### src/hdl/gfe_pkg.sv
// Package with register map, field layouts and timing constants of the input filter block.
package gfe_pkg;

    localparam int NUM_CH = 32;
    localparam int NUM_PORTS = 4;
    localparam int PORT_W = 8;

    localparam int CLK_PERIOD_NS = 5;
    localparam int SAMPLE_PERIOD_NS = 100;
    localparam int SAMPLE_DIV = (SAMPLE_PERIOD_NS + CLK_PERIOD_NS - 1) / CLK_PERIOD_NS;
    localparam logic [4:0] SAMPLE_DIV_LAST = 5'(SAMPLE_DIV - 1);

    localparam logic [11:0] ADDR_INPUT_STATE = 12'h000;
    localparam logic [11:0] ADDR_FILTER_EN = 12'h004;
    localparam logic [11:0] ADDR_FILTER_PRESET = 12'h008;
    localparam logic [11:0] ADDR_RISE_EN = 12'h00c;
    localparam logic [11:0] ADDR_FALL_EN = 12'h010;
    localparam logic [11:0] ADDR_IRQ_STATE = 12'h014;
    localparam logic [11:0] ADDR_IRQ_MASK = 12'h018;
    localparam logic [11:0] ADDR_PORT_ID = 12'h01c;

    localparam logic [31:0] RST_FILTER_EN = 32'h0000_0000;
    localparam logic [31:0] RST_FILTER_PRESET = 32'h0000_0000;
    localparam logic [31:0] RST_EDGE_EN = 32'h0000_0000;
    localparam logic [31:0] RST_IRQ_MASK = 32'hffff_ffff;

    typedef struct packed {
        logic [NUM_CH-1:0] filter_en;
        logic [31:0] filter_preset;
        logic [NUM_CH-1:0] rise_en;
        logic [NUM_CH-1:0] fall_en;
        logic [NUM_CH-1:0] irq_mask;
    } gfe_cfg_type;

endpackage

### src/hdl/gfe_input_filter.sv
// Glitch filter, edge interrupt detection and APB register file for isolated inputs.
`timescale 1ns/1ps

// Functional notes
// Every input channel feeds the edge interrupt logic, so any channel can request an interrupt.
// Separate per-channel rising and falling enable registers select which transitions interrupt.
// All interrupt sources merge onto one interrupt output; its host level is set outside.
// Software uses an interrupt state, a rising enable, a falling enable and a port id register.
// Pulses of at least one interval always pass and pulses of half an interval or less never do.
// Filtering is enabled or bypassed per channel by software.
// One shared interval, programmable from 200 ns to 400 s, applies to all filtered channels.
// Every input is sampled on each 100 ns sample tick.
// A counter makes the filter tick with a period of half the programmed interval.
// A filtered output changes only after the sample held its level at two filter ticks in a row.
// The preset register, all 32 bits of it, times the filter tick.
// A stable transition reaches the output within two filter ticks, one full interval.
// Falling transitions are filtered exactly like rising ones.
// An enabled edge of a filtered input sets a pending flag; the interrupt stays high meanwhile. Code: irq follows only flags whose irq_mask bit is set.
// Writing ones to the interrupt state clears flags; the interrupt drops when none remain.
module gfe_input_filter
    import gfe_pkg::*;
(
    // Clock and reset.
    input wire logic pclk,
    input wire logic presetn,
    // APB slave.
    input wire logic psel,
    input wire logic penable,
    input wire logic pwrite,
    input wire logic [11:0] paddr,
    input wire logic [31:0] pwdata,
    input wire logic [3:0] pstrb,
    output logic [31:0] prdata,
    output logic pready,
    output logic pslverr,
    // Field inputs, already past the opto isolators.
    input wire logic [NUM_CH-1:0] isolated_input_port_bits,
    // Interrupt request.
    output logic irq
);

    ////////////////////////////////////////////////////////////////////////////
    // Register file.

    gfe_cfg_type cfg_q;
    logic [NUM_CH-1:0] irq_state_q;
    logic [NUM_CH-1:0] filt_out_q;
    logic [NUM_CH-1:0] edge_event;
    logic [31:0] prdata_q;
    logic slverr_q;
    logic [31:0] rd_word;
    logic rd_hit;
    logic [NUM_PORTS-1:0] port_pending;
    logic wr_acc;
    logic [31:0] wmask;
    logic [NUM_CH-1:0] irq_live;

    // Byte lanes of the data bus; each strobe bit guards one lane.
    localparam int NUM_LANES = 4;
    localparam int LANE_W = 8;

    assign wr_acc = psel && penable && pwrite;

    always_comb begin
        for (int b = 0; b < NUM_LANES; b++) begin
            wmask[b*LANE_W +: LANE_W] = {LANE_W{pstrb[b]}};
        end
    end

    // Pending flags that are not masked; the port summary and the request both use them.
    assign irq_live = irq_state_q & cfg_q.irq_mask;

    always_comb begin
        for (int p = 0; p < NUM_PORTS; p++) begin
            port_pending[p] = |irq_live[p*PORT_W +: PORT_W];
        end
    end

    // Unstrobed lanes keep their bits, so software may update one port of a register alone.
    always_ff @(posedge pclk or negedge presetn) begin
        if (!presetn) begin
            cfg_q.filter_en <= RST_FILTER_EN;
            cfg_q.filter_preset <= RST_FILTER_PRESET;
            cfg_q.rise_en <= RST_EDGE_EN;
            cfg_q.fall_en <= RST_EDGE_EN;
            cfg_q.irq_mask <= RST_IRQ_MASK;
        end else if (wr_acc) begin
            unique case (paddr)
                ADDR_FILTER_EN: begin
                    cfg_q.filter_en <= (cfg_q.filter_en & ~wmask) | (pwdata & wmask);
                end
                ADDR_FILTER_PRESET: begin
                    cfg_q.filter_preset <= (cfg_q.filter_preset & ~wmask) | (pwdata & wmask);
                end
                ADDR_RISE_EN: begin
                    cfg_q.rise_en <= (cfg_q.rise_en & ~wmask) | (pwdata & wmask);
                end
                ADDR_FALL_EN: begin
                    cfg_q.fall_en <= (cfg_q.fall_en & ~wmask) | (pwdata & wmask);
                end
                ADDR_IRQ_MASK: begin
                    cfg_q.irq_mask <= (cfg_q.irq_mask & ~wmask) | (pwdata & wmask);
                end
                default: begin
                end
            endcase
        end
    end

    // A new event beats a clear in the same cycle, so no edge is lost.
    always_ff @(posedge pclk or negedge presetn) begin
        if (!presetn) begin
            irq_state_q <= '0;
        end else begin
            if (wr_acc && paddr == ADDR_IRQ_STATE) begin
                irq_state_q <= (irq_state_q & ~(pwdata & wmask)) | edge_event;
            end else begin
                irq_state_q <= irq_state_q | edge_event;
            end
        end
    end

    // Unaligned or unmapped offsets answer with an error and zero data.
    always_comb begin
        rd_word = '0;
        rd_hit = 1'b1;
        unique case (paddr)
            ADDR_INPUT_STATE: begin
                rd_word = filt_out_q;
            end
            ADDR_FILTER_EN: begin
                rd_word = cfg_q.filter_en;
            end
            ADDR_FILTER_PRESET: begin
                rd_word = cfg_q.filter_preset;
            end
            ADDR_RISE_EN: begin
                rd_word = cfg_q.rise_en;
            end
            ADDR_FALL_EN: begin
                rd_word = cfg_q.fall_en;
            end
            ADDR_IRQ_STATE: begin
                rd_word = irq_state_q;
            end
            ADDR_IRQ_MASK: begin
                rd_word = cfg_q.irq_mask;
            end
            ADDR_PORT_ID: begin
                rd_word = {{(32-NUM_PORTS){1'b0}}, port_pending};
            end
            default: begin
                rd_hit = 1'b0;
            end
        endcase
    end

    // Read data is captured in the setup cycle so the access cycle answers at once.
    // A write loads zero, so stale read data never shows during a write access.
    always_ff @(posedge pclk or negedge presetn) begin
        if (!presetn) begin
            prdata_q <= '0;
        end else if (psel && !penable) begin
            prdata_q <= pwrite ? 32'h0000_0000 : rd_word;
        end
    end

    always_ff @(posedge pclk or negedge presetn) begin
        if (!presetn) begin
            slverr_q <= 1'b0;
        end else if (psel && !penable) begin
            slverr_q <= !rd_hit;
        end
    end

    // Zero wait states: every access completes in its first access cycle.
    assign prdata = prdata_q;
    assign pready = 1'b1;
    // The error flag shows only while the access phase stands.
    assign pslverr = psel && penable && slverr_q;

    ////////////////////////////////////////////////////////////////////////////
    // Sample tick and filter tick.

    logic [4:0] sample_cnt_q;
    logic sample_tick;
    logic [31:0] filt_cnt_q;
    logic filt_tick;
    logic preset_hit;

    assign sample_tick = (sample_cnt_q == SAMPLE_DIV_LAST);

    always_ff @(posedge pclk or negedge presetn) begin
        if (!presetn) begin
            sample_cnt_q <= '0;
        end else if (sample_tick) begin
            sample_cnt_q <= '0;
        end else begin
            sample_cnt_q <= sample_cnt_q + 5'h01;
        end
    end

    // Half interval is preset+1 sample periods: preset 0 gives a 200 ns interval and the
    // full word reaches beyond 400 s. A preset rewrite takes effect at once, with no wait for a wrap.
    // Comparing with >= rather than == lets a smaller preset act at once instead of
    // waiting for the counter to wrap through its whole range.
    assign preset_hit = (filt_cnt_q >= cfg_q.filter_preset);

    // The filter tick always falls on a sample tick, so both grids stay aligned.
    assign filt_tick = sample_tick && preset_hit;

    always_ff @(posedge pclk or negedge presetn) begin
        if (!presetn) begin
            filt_cnt_q <= '0;
        end else if (filt_tick) begin
            filt_cnt_q <= '0;
        end else if (sample_tick) begin
            filt_cnt_q <= filt_cnt_q + 32'h0000_0001;
        end
    end

    ////////////////////////////////////////////////////////////////////////////
    // Per-channel filter and edge detection.

    logic [NUM_CH-1:0] sample_q;
    logic [NUM_CH-1:0] cand_q;
    logic [NUM_CH-1:0] prev_out_q;
    logic [NUM_CH-1:0] filt_next;
    logic [NUM_CH-1:0] agree;

    // Sampling only on the tick means a pulse shorter than one sample period may be
    // missed even with filtering off; that is the price of a 100 ns sampling grid.
    always_ff @(posedge pclk or negedge presetn) begin
        if (!presetn) begin
            sample_q <= '0;
        end else if (sample_tick) begin
            sample_q <= isolated_input_port_bits;
        end
    end

    // The candidate remembers the sample seen at the previous filter tick.
    always_ff @(posedge pclk or negedge presetn) begin
        if (!presetn) begin
            cand_q <= '0;
        end else if (filt_tick) begin
            cand_q <= sample_q;
        end
    end

    // A channel agrees when its sample still equals the one seen at the previous tick.
    assign agree = ~(sample_q ^ cand_q);

    // Level-symmetric: the same test applies for 0-to-1 and 1-to-0 changes.
    always_comb begin
        for (int c = 0; c < NUM_CH; c++) begin
            if (!cfg_q.filter_en[c]) begin
                filt_next[c] = sample_q[c];
            end else if (filt_tick && agree[c]) begin
                filt_next[c] = sample_q[c];
            end else begin
                filt_next[c] = filt_out_q[c];
            end
        end
    end

    always_ff @(posedge pclk or negedge presetn) begin
        if (!presetn) begin
            filt_out_q <= '0;
        end else begin
            filt_out_q <= filt_next;
        end
    end

    // Both stages reset to zero, so a quiet low input gives no false edge after reset.
    always_ff @(posedge pclk or negedge presetn) begin
        if (!presetn) begin
            prev_out_q <= '0;
        end else begin
            prev_out_q <= filt_out_q;
        end
    end

    logic [NUM_CH-1:0] rise_event;
    logic [NUM_CH-1:0] fall_event;

    assign rise_event = filt_out_q & ~prev_out_q & cfg_q.rise_en;
    assign fall_event = ~filt_out_q & prev_out_q & cfg_q.fall_en;
    assign edge_event = rise_event | fall_event;

    ////////////////////////////////////////////////////////////////////////////
    // Interrupt request.

    // A level output: how the level reaches the host processor is decided outside.
    // Masking hides a flag from the request but leaves it readable and pending.
    assign irq = |irq_live;

endmodule

### config.mk
export PLATFORM = sky130hd
export DESIGN_NAME = gfe_input_filter
export DESIGN_NICKNAME = d
export VERILOG_FILES = /design/src/hdl/gfe_pkg.sv /design/src/hdl/gfe_input_filter.sv
export SDC_FILE = /design/constraint.sdc
export NUM_CORES = 1
export LEC_CHECK = 0
export BUFFER_PORTS_ARGS = -buffer_cell sky130_fd_sc_hd__buf_2
export CAP_MARGIN = 10
export CORE_MARGIN = 8
export CORE_UTILIZATION = 34
export DETAILED_ROUTE_END_ITERATION = 10
export GPL_TIMING_DRIVEN = 0
export SYNTH_ARGS = -nofsm -noshare
export SYNTH_HDL_FRONTEND = slang
export SYNTH_SLANG_ARGS = --single-unit
### constraint.sdc
create_clock -name pclk -period 3.1 [get_ports pclk]
set_input_delay 0.93 -clock pclk [delete_from_list [all_inputs] [get_ports pclk]]
set_output_delay 0.93 -clock pclk [all_outputs]
set_load 0.05 [all_outputs]
==> qor.txt <==
global-route usage over all layers: 18.7%
H-tree depth: 2
sequential area share after synthesis: 53.7%
outcome: finished with violations
TritonCTS Buffers: 43
commonest non-fill, non-tap cell in the layout: nand2_1
Final setup viols: 4
leak pwr: 10.0 nW
maxcap violations: 0
1st-pass router iterations: 6
Final HPWL DP: 40300 microns
Worst Skew: 0.0178 ns
min cycle time layout: 3.13 ns
Tightest Pin Transition: 1.14 ns
die height: 248 microns
headroom to the max-slew limit: 24.1%
Via Count: 14000
Routed Antenna Nets: 0
crit end category: flip-flop
non-filler cells, final: 2605
clk buf depth: 3
Pwr per Cell Area: 515 nW/um^2
core area: 53500 sq um
fin crit share: 101%
CTS tree: yes
Arr. time, crit path: 3.63 ns
Setup WS pre-CTS: -0.803 ns
first-pass GRT wire length: 86900 microns
CTS clock-pin slew for the worst setup and hold paths: 0.06 ns
dpl cells: 2511
width of the die: 248 microns
routed len/inst: 22.0 microns
worst min-delay path category: in -> async
global route overflow: 0
layout net count: 1992
routability cong.: 0.910
Final Hold Fails: 0
slowest CP cell: nor4_4
Post-Syn Area per Cell: 10.8 sq um
Worst EP required: 3.59 ns
Async S/R FF share, synth: 100%
fraction of layout cells with a size suffix above 1: 18.2%
area delta synth->final: 17.6%
Top Ports: 120
Synth area leaders: dfrtp_1, nand2_1, mux2_1, dfstp_2, ha_1
final worst setup slack: -0.0337 ns
DRT iter0 DRCs: 1137
Yosys warnings: 0
failing checks: setup timing
syn_nets: 1815
Yosys top cell by area: dfrtp_1
Starting Density: 34.1%
most frequent CP cell: buf_2
worst vdd ir: 260 uV
CTS Root Cell: clkbuf_16
EDFF count, synth: 0
initial antenna violation count: 3
WL final: 57300 microns
largest net degree at the start of global routing: 124
number of global-route vias before repair: 14000
Yosys top cell area share: 49.1%
Main synth FF type: dfrtp_1
RSZ-0062 raised after global routing: true
CP Max Fanout: 10
Port Buffer Count: 116
f_max: 319 MHz
clk sink count: 390
detailed-route DRC error count: 0
flops & latches, synth: 390
crit-path cells: buf_2 -> nor4_4 -> nand4_4 -> nor2_4 -> buf_2 -> a22oi_1 -> o2111ai_1 -> a22o_1
clk_lat worst skew: 0.56 ns
Avg Vias per Cell: 5.39
Post-Syn Area: 18300 sq um
fill count: 5127
Slew Viols, Final: 0
total power: 11.1 mW
Worst setup SP type: input port
commonest non-fill, non-tap cells in the layout: nand2_1, dfrtp_1, buf_2
slowest stage delay, CP: 0.72 ns
worst setup path class: in -> reg
die area: 61400 sq um
unique cell type count in the Yosys netlist: 66
Cells after Synth: 1696
Worst R2R Path Depth: 10
row cnt: 85
==> cell type report <==
class	instances	area, sq um	area share (%)
diodes	1	2.50	0.0116
plain buffers	58	277	1.29
clock buffers	64	1240	5.79
clock inverters	16	223	1.04
inverters	35	131	0.611
multi-input cells	1213	8150	37.9
flip-flops and latches	390	9800	45.6
well taps	696	871	4.05
repair buffers	132	785	3.65
==> path summary, 6_finish.rpt <==
kind / slack, ns / end / startpoint
setup / recovery: -0.03 / prdata[2] / paddr[9]
hold reg to reg: 0.43 / prev_out_q[4] / filt_out_q[4]
max in group asynchronous: 1.37 / async pin / presetn
hold / removal: 0.36 / prdata[17] / presetn
setup reg to reg: 0.17 / cand_q[29] / filt_cnt_q[9]
min in group pclk: 0.43 / prev_out_q[4] / filt_out_q[4]
==> metrics by stage <==
step / TNS, ns / utilization, % / hold WS (ns) / cell area [sq um]
floorplan: 0 / - / 0.393 / 18300
finish: -0.0652 / 40.2 / 0.362 / 21500
global route: -0.140 / 40.2 / 0.433 / 21500
detailed placement: -90.39 / 37.0 / 0.425 / 19800
global placement: -2610.27 / 36.9 / 0.424 / 19700
CTS: -0.0620 / 39.9 / 0.399 / 21400
==> power by group <==
part	leakage [nW]	switching [mW]	internal [mW]	total, mW
clock network	0.726	2.14	3.21	5.36
registers	4.71	0.0864	5.17	5.26
logic	4.61	0.299	0.154	0.453
==> kinds of logic after synthesis <==
logic type / synth area share (%)
fa+ha+maj: 2.33
mux: 11.3
other cells: 0.0205
xor+xnor: 1.25
buf+inv: 2.17
compound gates: 11.9
simple gates: 17.4
flops: 53.7
==> synth_stat cells (12+ instances only) <==
cell and instances:
ha_1 34, o21ai_1 65, dfrtp_1 358, a22oi_1 33, a221oi_1 22, nand2_1 387, dfstp_2 32, buf_2 26
mux4_2 16, inv_1 35, nor2_2 13, mux2_1 128, nand4_1 19, xor2_1 16, o211ai_1 33, a31oi_1 33
a21oi_1 33, nor3_1 38, clkbuf_1 24, nand3_1 18, nand3b_1 34, mux2i_1 19, a22o_1 23, nor2_4 12
nor2b_1 34, o21ai_0 67, nor2_1 44
==> repair_timing <==
item / in CTS / in global routing
resized for setup: 10 / 22
hold buffers: 0 / 0
pin swaps: 4 / 5
buffers inserted: 6 / 7
endpoints found under the setup margin: 39 / 47
==> layer usage <==
layer	up-vias	track usage, %	routed length (microns)
met2	432	30.3	27100
met3	97	3.56	3570
met1	7049	25.1	25000
li1	6449	-	-
met5	-	0	33
met4	6	5.82	1650
==> critical path: cells and delay by family <==
family                 cells  cell delay (ns)
buffers and inverters      2             0.57
AO/OA/AOI/OAI              3             0.48
AND/OR/NAND/NOR            3             1.63
No activity file was read; power rests on OpenSTA's default activity.
